===== src/include/scs_defs.svh =====
`ifndef SCS_DEFS_SVH
`define SCS_DEFS_SVH
// ----------------------------------------
// Configuration oscillator select codes
// ----------------------------------------
`define SCS_FOSC_LP 3'h0
`define SCS_FOSC_XT 3'h1
`define SCS_FOSC_HS 3'h2
`define SCS_FOSC_EXTERNAL_RC_MODE 3'h3
`define SCS_FOSC_INTERNAL_OSC_MODE 3'h4
`define SCS_FOSC_ECL 3'h5
`define SCS_FOSC_ECM 3'h6
`define SCS_FOSC_ECH 3'h7
// ----------------------------------------
// Clock select field codes
// ----------------------------------------
`define SCS_SEL_CFG 2'h0
`define SCS_SEL_SEC 2'h1
// ----------------------------------------
// Amplifier gain and external power codes
// ----------------------------------------
`define SCS_LVL_OFF 2'h0
`define SCS_LVL_LOW 2'h1
`define SCS_LVL_MED 2'h2
`define SCS_LVL_HIGH 2'h3
// ----------------------------------------
// Reset values and timing
// ----------------------------------------
`define SCS_CFG_RST 4'h8
`define SCS_CORE_MHZ 40
`define SCS_HF_READY_NS 2000
`define SCS_HF_STABLE_NS 100000
`define SCS_LF_READY_NS 32000
`define SCS_HF_READY_CYC ((`SCS_HF_READY_NS * `SCS_CORE_MHZ + 999) / 1000)
`define SCS_HF_STABLE_CYC ((`SCS_HF_STABLE_NS * `SCS_CORE_MHZ + 999) / 1000)
`define SCS_LF_READY_CYC ((`SCS_LF_READY_NS * `SCS_CORE_MHZ + 999) / 1000)
`define SCS_OST_TICKS 1024
`define SCS_PS_MAX_SHIFT 4'h9
`endif


===== src/include/scs_pkg.sv =====
package scs_pkg;
  // ----------------------------------------
  // Types
  // ----------------------------------------
  typedef struct packed {
    logic [2:0] fosc;
    logic clock_output_enable_cfg;
  } scs_cfg_t;
  typedef struct packed {
    logic [1:0] clock_select_field;
    logic [3:0] internal_freq_select;
  } scs_ctrl_t;
  typedef struct packed {
    logic hf_en;
    logic lf_en;
    logic frc_en;
  } scs_osc_en_t;
  typedef struct packed {
    logic hf_ready_flag;
    logic hf_stable_flag;
    logic lf_ready_flag;
  } scs_status_t;
  typedef struct packed {
    logic primary_osc_pin_gpio;
    logic secondary_osc_pin_gpio;
    logic secondary_osc_pin_oe;
    logic secondary_osc_pin_out;
  } scs_pins_t;
  typedef enum logic [1:0] {
    SRC_PRI = 2'h0,
    SRC_SEC = 2'h1,
    SRC_HF = 2'h2,
    SRC_LF = 2'h3
  } scs_src_t;
  typedef enum logic [2:0] {
    ST_RUN = 3'h1,
    ST_WAIT = 3'h2,
    ST_GAP = 3'h4
  } scs_state_t;
endpackage : scs_pkg

===== src/hdl/scs_clock_select.sv =====
// Notes on behaviour
// RQ1: Software picks external or internal system clock via the clock select field.
// RQ2: Each reset takes the default source from the configuration oscillator select.
// RQ3: Select field switches to secondary oscillator or configured external source.
// RQ4: HF oscillator runs when HF frequency chosen and config is internal or select is 1x.
// RQ5: External clock mode: primary pin clocks system; secondary pin is GPIO or clock out.
// RQ6: External clock mode offers high, medium and low power settings from configuration.
// RQ7: External clock mode skips the start-up timer; no delay after reset or wake.
// RQ8: Fully static: a stopped clock freezes all state, restart resumes unchanged.
// RQ9: Resonator modes pick lowest, middle and highest amplifier gain; lowest for watch crystals.
// RQ10: Internal mode frees primary pin as GPIO; secondary pin GPIO or clock out.
// RQ11: Configuration clock output bit chooses secondary pin clock out or GPIO.
// RQ12: HF oscillator feeds a postscaler set by the four-bit frequency select.
// RQ13: Old clock keeps running until the HF oscillator has started up; here the old source stays selected but passes no ticks while waiting.
// RQ14: HF ready flag reads set whenever the HF oscillator runs.
// RQ15: HF stable flag sets once the HF oscillator is within final frequency.
// RQ16: LF oscillator runs for LF frequency with select 1x, or on peripheral request.
// RQ17: LF oscillator also clocks power-up timer, watchdog and fail-safe monitor.
// RQ18: LF ready flag reads set whenever the LF oscillator runs.
// RQ19: A separate peripheral RC clock serves mainly the converter.
// RQ20: Peripheral RC clock starts on request and keeps running in sleep.
// RQ21: Source switching produces no runt pulses or glitches on the system clock.
`timescale 1ns/1ps
`default_nettype none
`include "scs_defs.svh"
module scs_clock_select #(
  parameter int OST_TICKS = `SCS_OST_TICKS
) (
  input wire logic core_clk,
  input wire logic rst_n,
  input wire scs_pkg::scs_cfg_t cfg_words,
  input wire scs_pkg::scs_ctrl_t oscillator_control_reg,
  input wire logic primary_osc_pin_in,
  input wire logic sec_osc_tick,
  input wire logic sec_osc_ready,
  input wire logic hf_osc_tick,
  input wire logic lf_osc_tick,
  input wire logic lf_periph_req,
  input wire logic frc_req,
  output logic sys_tick,
  output scs_pkg::scs_src_t sys_src,
  output scs_pkg::scs_osc_en_t osc_en,
  output scs_pkg::scs_status_t oscillator_status_reg,
  output logic [1:0] amp_gain,
  output logic [1:0] ext_power,
  output scs_pkg::scs_pins_t pins,
  output logic lf_periph_tick
);
  localparam int HF_READY = `SCS_HF_READY_CYC;
  localparam int HF_STABLE = `SCS_HF_STABLE_CYC;
  localparam int LF_READY = `SCS_LF_READY_CYC;

  // Counters below are 9, 12 and 16 bits wide
  generate
    if (OST_TICKS < 1 || OST_TICKS > 65535)
    begin : g_bad_ost
      $error("OST_TICKS out of range");
    end
  endgenerate

  // ----------------------------------------
  // Configuration capture and oscillator enables
  // ----------------------------------------
  scs_pkg::scs_cfg_t cfg_q, next_cfg_q;
  scs_pkg::scs_osc_en_t next_osc_en;
  logic [11:0] hf_cnt, next_hf_cnt;
  logic [11:0] lf_cnt, next_lf_cnt;
  logic lf_sel, int_cfg, scs_int;
  logic [1:0] scs;

  assign scs = oscillator_control_reg.clock_select_field;
  assign scs_int = scs[1];
  assign int_cfg = (cfg_q.fosc == `SCS_FOSC_INTERNAL_OSC_MODE);
  assign lf_sel = (oscillator_control_reg.internal_freq_select[3:1] == 3'h0);

  // Start-up counters stand in for the analog ready detectors
  always_comb
  begin
    // RQ2: reset default
    next_cfg_q = rst_n ? cfg_q : cfg_words;
    // RQ4: HF enable
    next_osc_en.hf_en = !lf_sel && (int_cfg || scs_int);
    // RQ16: LF enable
    next_osc_en.lf_en = (lf_sel && (scs_int || int_cfg)) || lf_periph_req;
    // RQ19: separate peripheral RC clock enable
    // RQ20: peripheral RC on request, not gated by sleep
    next_osc_en.frc_en = frc_req;
    next_hf_cnt = hf_cnt;
    if (!osc_en.hf_en)
      next_hf_cnt = 12'h000;
    else if (hf_cnt != 12'(HF_STABLE))
      next_hf_cnt = hf_cnt + 12'h001;
    next_lf_cnt = lf_cnt;
    if (!osc_en.lf_en)
      next_lf_cnt = 12'h000;
    else if (lf_cnt != 12'(LF_READY))
      next_lf_cnt = lf_cnt + 12'h001;
    if (!rst_n)
    begin
      next_osc_en = '0;
      next_hf_cnt = 12'h000;
      next_lf_cnt = 12'h000;
    end
  end

  always_ff @(posedge core_clk)
  begin
    cfg_q <= next_cfg_q;
    osc_en <= next_osc_en;
    hf_cnt <= next_hf_cnt;
    lf_cnt <= next_lf_cnt;
  end

  // Status flags straight off the counters
  always_comb
  begin
    // RQ14: HF running
    oscillator_status_reg.hf_ready_flag = (hf_cnt >= 12'(HF_READY));
    // RQ15: HF within final frequency
    oscillator_status_reg.hf_stable_flag = (hf_cnt == 12'(HF_STABLE));
    // RQ18: LF running
    oscillator_status_reg.lf_ready_flag = (lf_cnt == 12'(LF_READY));
  end

  // ----------------------------------------
  // Primary pin edge and start-up timer
  // ----------------------------------------
  logic pin_q, next_pin_q;
  logic [15:0] ost_cnt, next_ost_cnt;
  logic pri_tick, xtal_mode, ec_mode, pri_ready;

  assign pri_tick = primary_osc_pin_in && !pin_q;
  assign xtal_mode = (cfg_q.fosc <= `SCS_FOSC_HS);
  assign ec_mode = (cfg_q.fosc >= `SCS_FOSC_ECL);
  // RQ7: no start-up wait outside resonator modes
  assign pri_ready = !xtal_mode || (ost_cnt == 16'(OST_TICKS));

  // Start-up timer counts resonator edges; restarts only on reset
  always_comb
  begin
    next_pin_q = rst_n ? primary_osc_pin_in : 1'b0;
    next_ost_cnt = ost_cnt;
    if (!rst_n)
      next_ost_cnt = 16'h0000;
    else if (xtal_mode && pri_tick && ost_cnt != 16'(OST_TICKS))
      next_ost_cnt = ost_cnt + 16'h0001;
  end

  always_ff @(posedge core_clk)
  begin
    pin_q <= next_pin_q;
    ost_cnt <= next_ost_cnt;
  end

  // ----------------------------------------
  // HF postscaler
  // ----------------------------------------
  logic [8:0] ps_cnt, next_ps_cnt;
  logic [3:0] ps_shift;
  logic [8:0] ps_mask;
  logic hf_div_tick;

  // RQ12: divide 16 MHz by a power of two from the select field
  always_comb
  begin
    ps_shift = 4'hF - oscillator_control_reg.internal_freq_select;
    if (ps_shift > `SCS_PS_MAX_SHIFT)
      ps_shift = `SCS_PS_MAX_SHIFT;
    ps_mask = 9'((10'h001 << ps_shift) - 10'h001);
    hf_div_tick = hf_osc_tick && ((ps_cnt & ps_mask) == ps_mask);
    next_ps_cnt = ps_cnt;
    if (!rst_n)
      next_ps_cnt = 9'h000;
    else if (hf_osc_tick)
      next_ps_cnt = ps_cnt + 9'h001;
  end

  always_ff @(posedge core_clk)
  begin
    ps_cnt <= next_ps_cnt;
  end

  // ----------------------------------------
  // Source switch state machine
  // ----------------------------------------
  scs_pkg::scs_state_t state, next_state;
  scs_pkg::scs_src_t next_src, tgt_src;
  logic tgt_ready, cur_tick;

  // RQ1: target source from the select field
  always_comb
  begin
    // RQ3: secondary or configured source
    if (scs_int)
      tgt_src = lf_sel ? scs_pkg::SRC_LF : scs_pkg::SRC_HF;
    else if (scs == `SCS_SEL_SEC)
      tgt_src = scs_pkg::SRC_SEC;
    else if (int_cfg)
      tgt_src = lf_sel ? scs_pkg::SRC_LF : scs_pkg::SRC_HF;
    else
      tgt_src = scs_pkg::SRC_PRI;
    case (tgt_src)
      scs_pkg::SRC_PRI: tgt_ready = pri_ready;
      scs_pkg::SRC_SEC: tgt_ready = sec_osc_ready;
      scs_pkg::SRC_HF: tgt_ready = oscillator_status_reg.hf_ready_flag;
      default: tgt_ready = oscillator_status_reg.lf_ready_flag;
    endcase
    case (sys_src)
      scs_pkg::SRC_PRI: cur_tick = pri_tick;
      scs_pkg::SRC_SEC: cur_tick = sec_osc_tick;
      scs_pkg::SRC_HF: cur_tick = hf_div_tick;
      default: cur_tick = lf_osc_tick;
    endcase
  end

  // Old source stays selected but passes no ticks while the new one starts
  always_comb
  begin
    next_state = state;
    next_src = sys_src;
    case (state)
      scs_pkg::ST_RUN:
        if (tgt_src != sys_src)
          next_state = scs_pkg::ST_WAIT;
      // RQ13: keep old source selected, ticks stopped, until ready
      scs_pkg::ST_WAIT:
        if (tgt_src == sys_src)
          next_state = scs_pkg::ST_RUN;
        else if (tgt_ready)
          next_state = scs_pkg::ST_GAP;
      // RQ21: one dead cycle, then the new source
      scs_pkg::ST_GAP:
      begin
        next_state = scs_pkg::ST_RUN;
        next_src = tgt_src;
      end
      default: next_state = scs_pkg::ST_RUN;
    endcase
    if (!rst_n)
    begin
      next_state = scs_pkg::ST_RUN;
      next_src = scs_pkg::SRC_PRI;
    end
  end

  always_ff @(posedge core_clk)
  begin
    state <= next_state;
    sys_src <= next_src;
  end

  // ----------------------------------------
  // Outputs and pin functions
  // ----------------------------------------
  logic next_sys_tick, next_lf_periph_tick, clkout_lvl, next_clkout_lvl;
  logic [1:0] next_amp_gain, next_ext_power;
  scs_pkg::scs_pins_t next_pins;

  always_comb
  begin
    // RQ8: no tick in, nothing moves; state simply waits
    next_sys_tick = (state == scs_pkg::ST_RUN) && cur_tick;
    // RQ17: LF tick to timers and monitor
    next_lf_periph_tick = osc_en.lf_en && lf_osc_tick;
    next_clkout_lvl = next_sys_tick ? !clkout_lvl : clkout_lvl;
    // RQ9: amplifier gain per resonator mode
    case (cfg_q.fosc)
      `SCS_FOSC_LP: next_amp_gain = `SCS_LVL_LOW;
      `SCS_FOSC_XT: next_amp_gain = `SCS_LVL_MED;
      `SCS_FOSC_HS: next_amp_gain = `SCS_LVL_HIGH;
      default: next_amp_gain = `SCS_LVL_OFF;
    endcase
    // RQ6: external clock power setting
    case (cfg_q.fosc)
      `SCS_FOSC_ECL: next_ext_power = `SCS_LVL_LOW;
      `SCS_FOSC_ECM: next_ext_power = `SCS_LVL_MED;
      `SCS_FOSC_ECH: next_ext_power = `SCS_LVL_HIGH;
      default: next_ext_power = `SCS_LVL_OFF;
    endcase
    // RQ5: primary pin carries the clock outside internal mode
    // RQ10: internal mode frees the primary pin
    next_pins.primary_osc_pin_gpio = int_cfg;
    // RQ11: clock out versus GPIO on the secondary pin
    next_pins.secondary_osc_pin_gpio = !xtal_mode && !cfg_q.clock_output_enable_cfg;
    next_pins.secondary_osc_pin_oe = !xtal_mode && cfg_q.clock_output_enable_cfg;
    next_pins.secondary_osc_pin_out = next_pins.secondary_osc_pin_oe && next_clkout_lvl;
    if (!rst_n)
    begin
      next_sys_tick = 1'b0;
      next_lf_periph_tick = 1'b0;
      next_clkout_lvl = 1'b0;
      next_amp_gain = `SCS_LVL_OFF;
      next_ext_power = `SCS_LVL_OFF;
      next_pins = '0;
    end
  end

  always_ff @(posedge core_clk)
  begin
    sys_tick <= next_sys_tick;
    lf_periph_tick <= next_lf_periph_tick;
    clkout_lvl <= next_clkout_lvl;
    amp_gain <= next_amp_gain;
    ext_power <= next_ext_power;
    pins <= next_pins;
  end
endmodule : scs_clock_select
`default_nettype wire


===== config.mk =====
export PLATFORM = sky130hd
export DESIGN_NAME = scs_clock_select
export DESIGN_NICKNAME = d
export VERILOG_FILES = /design/src/include/scs_pkg.sv /design/src/hdl/scs_clock_select.sv
export VERILOG_INCLUDE_DIRS = /design/src /design/src/include
export SDC_FILE = /design/constraint.sdc
export NUM_CORES = 1
export LEC_CHECK = 0
export BUFFER_PORTS_ARGS = -buffer_cell sky130_fd_sc_hd__buf_4
export CAP_MARGIN = 20
export CORE_MARGIN = 4
export CORE_UTILIZATION = 50
export DETAILED_ROUTE_END_ITERATION = 10
export PLACE_DENSITY = 0.73
export SLEW_MARGIN = 20
export SYNTH_ARGS = -nofsm -noshare
export SYNTH_HDL_FRONTEND = slang
export SYNTH_SLANG_ARGS = --single-unit

===== constraint.sdc =====
create_clock -name core_clk -period 3.9 [get_ports core_clk]
set_clock_uncertainty 0.15 [all_clocks]
set_input_delay 0.195 -clock core_clk [delete_from_list [all_inputs] [get_ports core_clk]]
set_output_delay 0.195 -clock core_clk [all_outputs]
set_load 0.01 [all_outputs]

After elaboration in Yosys (flattened, before gate mapping)
Cells that the tools add are included.
- register bits: 73
- bits in latches: 0
- RAM bits: 0
- bits in read-only memories: 0
- bits of input ports: 19
- word-level logic and storage cells: 97
- memories kept: 0
- $add $sub $neg: 6
- $mul: 0
- divide/modulo/power cells: 0
- $lt $le $gt $ge: 3
- eq/ne operators: 25
- shift-type cells: 1
- mux-type cells: 14
- bitwise logic cells: 1
- reductions and logical operators: 26
- operators by type and width (operator ; number):
    adder 12 x 1 -> 12 bit (second input constant) ; 2
    adder 16 x 1 -> 16 bit (second input constant) ; 1
    == test 16 x 11 -> 1 bit (second input constant) ; 1
    inequality test 16 x 11 -> 1 bit (second input constant) ; 1
    == test 3 bit (second input constant) ; 5
    == test 12 x 11 -> 1 bit (second input constant) ; 1
    == test 12 bit (second input constant) ; 1
    greater-or-equal comparator 12 x 7 -> 1 bit (second input constant) ; 1
    inequality test 12 x 11 -> 1 bit (second input constant) ; 1
    inequality test 12 bit (second input constant) ; 1
    case mux 2 bit (3 select lines) ; 2
    logical AND 1 bit ; 11
    adder 9 x 1 -> 9 bit (second input constant) ; 1
    bitwise AND 9 bit ; 1
    == test 9 bit ; 1
    2-to-1 mux 3 bit ; 3
    << shifter 1 x 4 -> 9 bit (first input constant) ; 1
    subtractor 9 x 1 -> 9 bit (second input constant) ; 1
    == test 2 x 1 -> 1 bit (second input constant) ; 3
    == test 3 x 1 -> 1 bit (second input constant) ; 2
    == test 3 x 2 -> 1 bit (second input constant) ; 2
    zero test 3 bit ; 2
    2-to-1 mux 2 bit ; 3
    case mux 1 bit (3 select lines) ; 2
    15 further kinds ; 26

Depth between registers and ports, before layout
Gate-level depths: netlist of the first run.
- depth after elaboration: 12
- gate-level depth with buffers: 9

Worst setup path after synthesis of the first run
Ideal clock, no wire load.
- path type: input to register
- start: in oscillator_control_reg[2] (netlist bit)
- end: reg clkout_lvl
- arrival time: 1.610 ns
- required time: 3.628 ns
- path slack: 2.018 ns
- stages on the path: 9
- buffers on the path: 1
- cells stage by stage: clkbuf_1 nand4_1 ha_1 o22ai_1 nor3b_1 nand4_1 o21bai_1 and2_1 o21ai_0
- word-level cells in the longest chain between the ends: 11
- RTL lines (what ; RTL line ; RTL):
    start: declaration ; scs_clock_select.sv:32 ; input wire scs_pkg::scs_ctrl_t oscillator_control_reg,
    subtractor 4 bit (*) ; scs_clock_select.sv:166 ; ps_shift = 4'hF - oscillator_control_reg.internal_freq_select;
    > comparator 4 bit (no line) ; - ;
    2-to-1 mux 4 bit (*) ; scs_clock_select.sv:167 ; if (ps_shift > `SCS_PS_MAX_SHIFT)
    << shifter 1 x 4 -> 9 bit (*) ; scs_clock_select.sv:169 ; ps_mask = 9'((10'h001 << ps_shift) - 10'h001);
    subtractor 9 x 1 -> 9 bit (*) ; scs_clock_select.sv:169 ;
    bitwise AND 9 bit ; scs_clock_select.sv:170 ; hf_div_tick = hf_osc_tick && ((ps_cnt & ps_mask) == ps_mask);
    == test 9 bit (*) ; scs_clock_select.sv:170 ;
    logical AND 1 bit (*) ; scs_clock_select.sv:170 ;
    case mux 1 bit (3 select lines) (*) ; scs_clock_select.sv:208 ; case (sys_src)
    logical AND 1 bit (*) ; scs_clock_select.sv:262 ; next_sys_tick = (state == scs_pkg::ST_RUN) && cur_tick;
    2-to-1 mux 1 bit (*) ; scs_clock_select.sv:265 ; next_clkout_lvl = next_sys_tick ? !clkout_lvl : clkout_lvl;
    end signal: assignment ; scs_clock_select.sv:302 ; clkout_lvl <= next_clkout_lvl;
    end: declaration ; scs_clock_select.sv:255 ; logic next_sys_tick, next_lf_periph_tick, clkout_lvl, next_clkout_lvl;
Mark *: on every way between the ends. The rest lies on a longest branch, timed or not.
A chain may end at the register's enable or synchronous reset.

==> impl_results.md, run 1 <==
- Mapped cell area: 3340 sq um
- Register Area: 1500 sq um
- Max-Slew Margin vs Limit: 34.4%
- CTS max path bufs: 2
- Distinct cells, synth: 46
- Final Setup Violations: 0
- Unrepaired setup endpoints after global routing: false
- Met3 usage: 6.30%
- Layout net count: 456
- CP bufs+invs: 3
- Hold EP: state[2]
- CTS Root Cell: clkbuf_8
- Sequential area share after synthesis: 45.0%
- Yosys top cell by area: dfxtp_1
- Grt met1 use: 22.2%
- Die Span X: 89.7 um
- Syn Area/Cell: 8.66 sq um
- Final Max Slew Viols: 0
- Largest delay share family, worst path: buffers and inverters
- Synth async-reset ratio: 0%
- TritonCTS buffer count: 9
- Leakage: 1.49 nW
- Period minus WS final: 2.26 ns
- Crit-path cells: dlygate4sd3_1 > buf_4 > inv_1 > a311oi_1 > o41ai_1 > a21oi_1 > nand2_1 > a21oi_1
- Final hold vios: 0
- Syn_nets: 412
- Worst Hold Depth: 3
- Routed WL: 6700 um
- First-pass GRT wire length: 11300 um
- # fillers: 566
- Worst Reg-to-Reg Cells: 8
- Grt peak-use layer: met2
- Crit end category: flop
- Std-Cell Rows: 29
- Peak VDD IR: 0.280 mV
- Top cells by area, synth: dfxtp_1 (41%), nor2_1 (7.2%), xor2_1 (5.5%)
- PwrDens: 385 nW/um^2
- Cell repeated most along the worst path: a21oi_1
- Multi-input logic area: 1710 sq um
- Drt first pass iters: 4
- Crit share post-route: 58.0%
- CP arrival: 2.39 ns
- Yosys warns: 0
- Synth top area share: 41.4%
- Critical path launch point type: input port
- #FFs+latches synth: 73
- Die Y-Extent: 89.7 um
- Routed len/inst: 13.1 um
- Reg2reg end: ost_cnt[8]
- Met2 usage: 30.5%
- Total power: 1.52 mW
- Slowest CP cell: dlygate4sd3_1
- Clk_lat worst skew: 0.34 ns
- Grt total ovfl: 0
- Worst r2r src: ost_cnt[0]
- Initial DRC count: 141
- Post-CTS setup buffer count: 0
- Commonest non-fill, non-tap cell in the layout: dfxtp_1
- HP Start: sec_osc_ready
- Setup TNS: 0 ns
- DR vias/cell: 5.27
- Drt drc: 0
- Critical path class: input port to flop
- Syn-to-layout area delta: 18.6%
- Placeable Area: 6420 sq um
- Die area: 8040 sq um
- Share of layout cells above drive strength 1: 14.3%
- Diode count: 0
- Post-Synthesis Cells: 385
- Post-DP HPWL: 4850 um
- Cts repair resizes: 0
- Reg2reg setup slack: 1.76 ns
- I/O pin cnt: 37
- Run status: complete, no violations
- GP Congestion: 0.879
- Worst-path clk slew: 0.08 ns
- Gr usage total: 18.4%
- Vias: 2687
- CTS H-tree lvls: 3
- Initial Util: 51.9%
- CTS tree: yes
- Fmax: 442 MHz
- TritonCTS Sinks: 73
- Number of flops mapped to enable cells by yosys: 4
- Max-Cap Viols: 0
- I/O Buffers: 36
- Antenna viol nets, final: 0
- Initial antenna violation count: 0
- Vias in the first global route: 2502
- Slew @ Worst Pin: 0.982 ns
- Largest net degree at the start of global routing: 34
- Critical path required time: 4.03 ns
- CP max FO: 33
- Slowest stage delay, CP: 0.53 ns
- Post-CTS Hold Fix Bufs: 10
- Most used DFF post-synth: dfxtp_1
- Hold Crit Class: input port to flop
- Highest-count cells in the layout ignoring fill and taps: dfxtp_1 (69), nor2_1 (64), buf_4 (36)
[worst max path at each step]
stage / start / to / slack, ns / cells past startpoint
floorplan: oscillator_control_reg[2] / clkout_lvl / 2.02 / 9
global placement: rst_n / state[2] / 1.85 / 7
detailed placement: ost_cnt[0] / ost_cnt[4] / 1.78 / 8
CTS: rst_n / state[2] / 1.68 / 8
global route: rst_n / state[2] / 1.47 / 8
finish: rst_n / state[2] / 1.64 / 8
[logic make-up after synthesis]
logic type	synth area share, %
adder cells (fa/ha/maj)	3.00
multiplexers	1.28
AO/OA/AOI/OAI	8.48
XOR/XNOR	9.98
AND/OR/NAND/NOR	28.6
flip-flops	45.0
buffers and inverters	3.64
[synthesized netlist by cell type (4+ instances only)]
| library cell | number |
|---|---|
| dfxtp_1 | 69 |
| nor2b_1 | 4 |
| nand4b_1 | 4 |
| nor3_1 | 10 |
| or3_1 | 8 |
| and2_1 | 5 |
| nor2_1 | 64 |
| edfxtp_1 | 4 |
| xnor2_1 | 17 |
| ha_1 | 8 |
| nand3_1 | 20 |
| o21ai_0 | 15 |
| xor2_1 | 21 |
| a21oi_1 | 21 |
| inv_1 | 17 |
| clkbuf_1 | 11 |
| and3_1 | 12 |
| nand4_1 | 12 |
| nand2_1 | 23 |
[layout make-up]
class                      instances  area share [%]
clock buffer                      11            4.11
tap                               77            2.44
sequential                        73            38.0
timing repair buffer              46            9.36
clock inverter                     4            1.23
inverter                          17            1.61
multi-input combinational        282            43.3
[metal layers]
| layer | share of wire (%) | routed length (um) |
|---|---|---|
| met4 | 2.1 | 142 |
| met1 | 46 | 3090 |
| met3 | 4.0 | 265 |
| met2 | 48 | 3190 |
| met5 | 0 | 0 |
[tightest hold or removal path, cell delays in order]
cell and delay (ns):
buf_4 0.09, a21oi_1 0.07, a21oi_1 0.15
[flip-flops by register name (all words and copies together) (netlist names)]
register	cells
amp_gain	2
cfg_q	4
clkout_lvl	1
ext_power	2
hf_cnt	12
lf_cnt	12
lf_periph_tick	1
osc_en	3
ost_cnt	16
pin_q	1
pins	4
ps_cnt	9
state	3
sys_src	2
sys_tick	1
[power by group]
group | switching, mW | internal [mW] | total, mW
sequential | 0.0162 | 0.772 | 0.789
combinational | 0.0577 | 0.0566 | 0.114
clock | 0.275 | 0.347 | 0.622
[per-stage QoR]
stage	instance area [sq um]	worst slack, ns	util, %	hold WS (ns)	instances
global placement	3640	1.85	56.8	0.224	485
detailed placement	3640	1.78	56.8	0.225	485
global route	3960	1.47	61.6	0.0435	510
floorplan	3340	2.02	-	0.144	385
CTS	3960	1.68	61.6	0.0250	510
finish	3960	1.64	61.6	0.0433	510
Power figures use the tool's default switching activity.
==> run 2: changes to the inputs <==
- PLACE_DENSITY: 0.73 -> 0.75
- clock period: 3.9 -> 2 ns (I/O delays scaled with it)
==> impl_results.md, run 2 (same netlist as run 1, synthesis figures left out) <==
- Slowest stage delay, CP: 0.41 ns (-0.12 ns)
- Vias in the first global route: 2723 (+8.8%)
- Worst Hold Depth: 4 (+1)
- Crit-path cells: inv_1 > ha_1 > nor4b_2 > nand4_1 > buf_4 > nand4_4 > or3_4 > a21oi_2
- Max-Cap Viols: 0 (unchanged)
- CP max FO: 5 (-85%)
- Highest-count cells in the layout ignoring fill and taps: dfxtp_1 (67), nor2_1 (63), buf_4 (56)
- CP arrival: 2.09 ns (-0.30 ns)
- Critical Path Stages: 8 (unchanged)
- Most flops, register: ost_cnt
- Max-Slew Margin vs Limit: 70.6% (+36 points)
- Initial DRC count: 108 (-23%)
- Std-Cell Rows: 29 (unchanged)
- Period minus WS final: 1.96 ns
- Clk_lat worst skew: 0.36 ns (+0.02 ns)
- DR vias/cell: 5.40 (+2.4%)
- Largest net degree at the start of global routing: 33 (-2.9%)
- CP bufs+invs: 2 (-1)
- Run status: complete, no violations
- CTS H-tree lvls: 3 (unchanged)
- Largest registers: ost_cnt x16, hf_cnt x12, lf_cnt x12
- Share of layout cells above drive strength 1: 20.8% (+6.5 points)
- # fillers: 538 (-4.9%)
- Slowest CP cell: or3_4
- Max FFs per register: 16 (unchanged)
- Worst Reg-to-Reg Cells: 8 (unchanged)
- Leakage: 1.65 nW (+11%)
- CTS Root Cell: clkbuf_8
- Initial Util: 51.9% (unchanged)
- I/O Buffers: 36 (unchanged)
- First-pass GRT wire length: 12100 um (+6.8%)
- Drt drc: 0 (unchanged)
- Syn-to-layout area delta: 26.6%
- PnR worst setup slack: 0.0435 ns (-1.60 ns)
- Crit share post-route: 97.8%
- Reg2reg setup slack: 0.04 ns (-1.72 ns)
- Die area: 8040 sq um (unchanged)
- Critical path class: flop to flop
- Placeable Area: 6420 sq um (unchanged)
- Final hold vios: 0 (unchanged)
- GP Congestion: 0.895 (+1.9%)
- Largest delay share family, worst path: simple AND/OR/NAND/NOR gates
- PwrDens: 665 nW/um^2 (+72%)
- CTS tree: yes
- Antenna viol nets, final: 0 (unchanged)
- Slew @ Worst Pin: 0.441 ns (-0.542 ns)
- TritonCTS buffer count: 9 (unchanged)
- Post-DP HPWL: 4950 um (+2.2%)
- Layout net count: 483 (+5.9%)
- Final Setup Violations: 0 (unchanged)
- Routed len/inst: 13.6 um (+3.5%)
- Drt first pass iters: 4 (unchanged)
- Critical path launch point type: flop
- Pre-CTS setup slack: 0.00259 ns (-1.78 ns)
- Crit end category: flop
- Worst-path clk slew: 0.07 ns (about the same)
- Diode count: 0 (unchanged)
- Gr usage total: 19.4% (+1.0 points)
- Initial antenna violation count: 0 (unchanged)
- Setup TNS: 0 ns (unchanged)
- Vias: 2903 (+8.0%)
- I/O pin cnt: 37 (unchanged)
- Commonest non-fill, non-tap cell in the layout: dfxtp_1
- Final hold slack: 0.0885 ns (+0.0452 ns)
- Die Span X: 89.7 um (unchanged)
- Hold Crit Class: input port to flop
- CTS max path bufs: 2 (unchanged)
- Die Y-Extent: 89.7 um (unchanged)
- Grt total ovfl: 0 (unchanged)
- Routed WL: 7310 um (+9.2%)
- Final Max Slew Viols: 0 (unchanged)
- Fmax: 511 MHz
- Peak VDD IR: 0.392 mV (+40%)
- TritonCTS Sinks: 73 (unchanged)
- Critical path required time: 2.14 ns (-1.89 ns)
[run 2: per-layer routing]
layer	track usage (%)	up-vias	wire (um)
met5	0	-	0
met4	7.17	0	166
met2	33.2	54	3600
met1	22.8	1361	3220
met3	5.93	20	324
li1	-	1468	-
[run 2: repair_timing]
action,in CTS,in global routing
hold endpoints to repair,22,0
setup endpoints to repair,2,16
gates cloned,0,1
hold buffers,16,0
buffers inserted,2,4
pin swaps,1,6
gates resized for setup,4,16
[run 2: cell type report]
class	count	area [sq um]	share of cell area (%)
multi-input cells	283	1800	42.7
flip-flops and latches	73	1510	35.7
repair buffers	72	581	13.7
clock buffers	10	128	3.02
well taps	77	96.3	2.28
inverters	17	63.8	1.51
clock inverters	6	43.8	1.04
[run 2: worst paths after layout]
kind | endpoint | from
setup / recovery | ost_cnt[13] | ost_cnt[1]
hold / removal | sys_src[1] | oscillator_control_reg[4]
setup reg to reg | ost_cnt[13] | ost_cnt[1]
hold reg to reg | pins[0] | clkout_lvl
[run 2: metrics by stage]
step / total power [mW] / util (%) / instance area, sq um / cells
3_5_place_dp: 1.79 / 58.4 / 3750 / 499
5_1_grt: 2.93 / 65.8 / 4220 / 538
3_3_place_gp: 1.78 / 58.4 / 3750 / 499
6_report: 2.81 / 65.8 / 4220 / 538
4_1_cts: 2.83 / 64.1 / 4120 / 533
2_1_floorplan: 1.69 / - / 3340 / 385
[run 2: worst min-delay path, delay by kind of cell]
family,cells,cell delay (ns)
buf+inv,2,0.13
compound gates,2,0.31
[run 2: power breakdown]
group          internal, mW  switching, mW  total [mW]
clock                 0.454          0.563        1.02
combinational         0.130          0.126       0.255
sequential             1.50         0.0293        1.53
total                  2.09          0.718        2.81
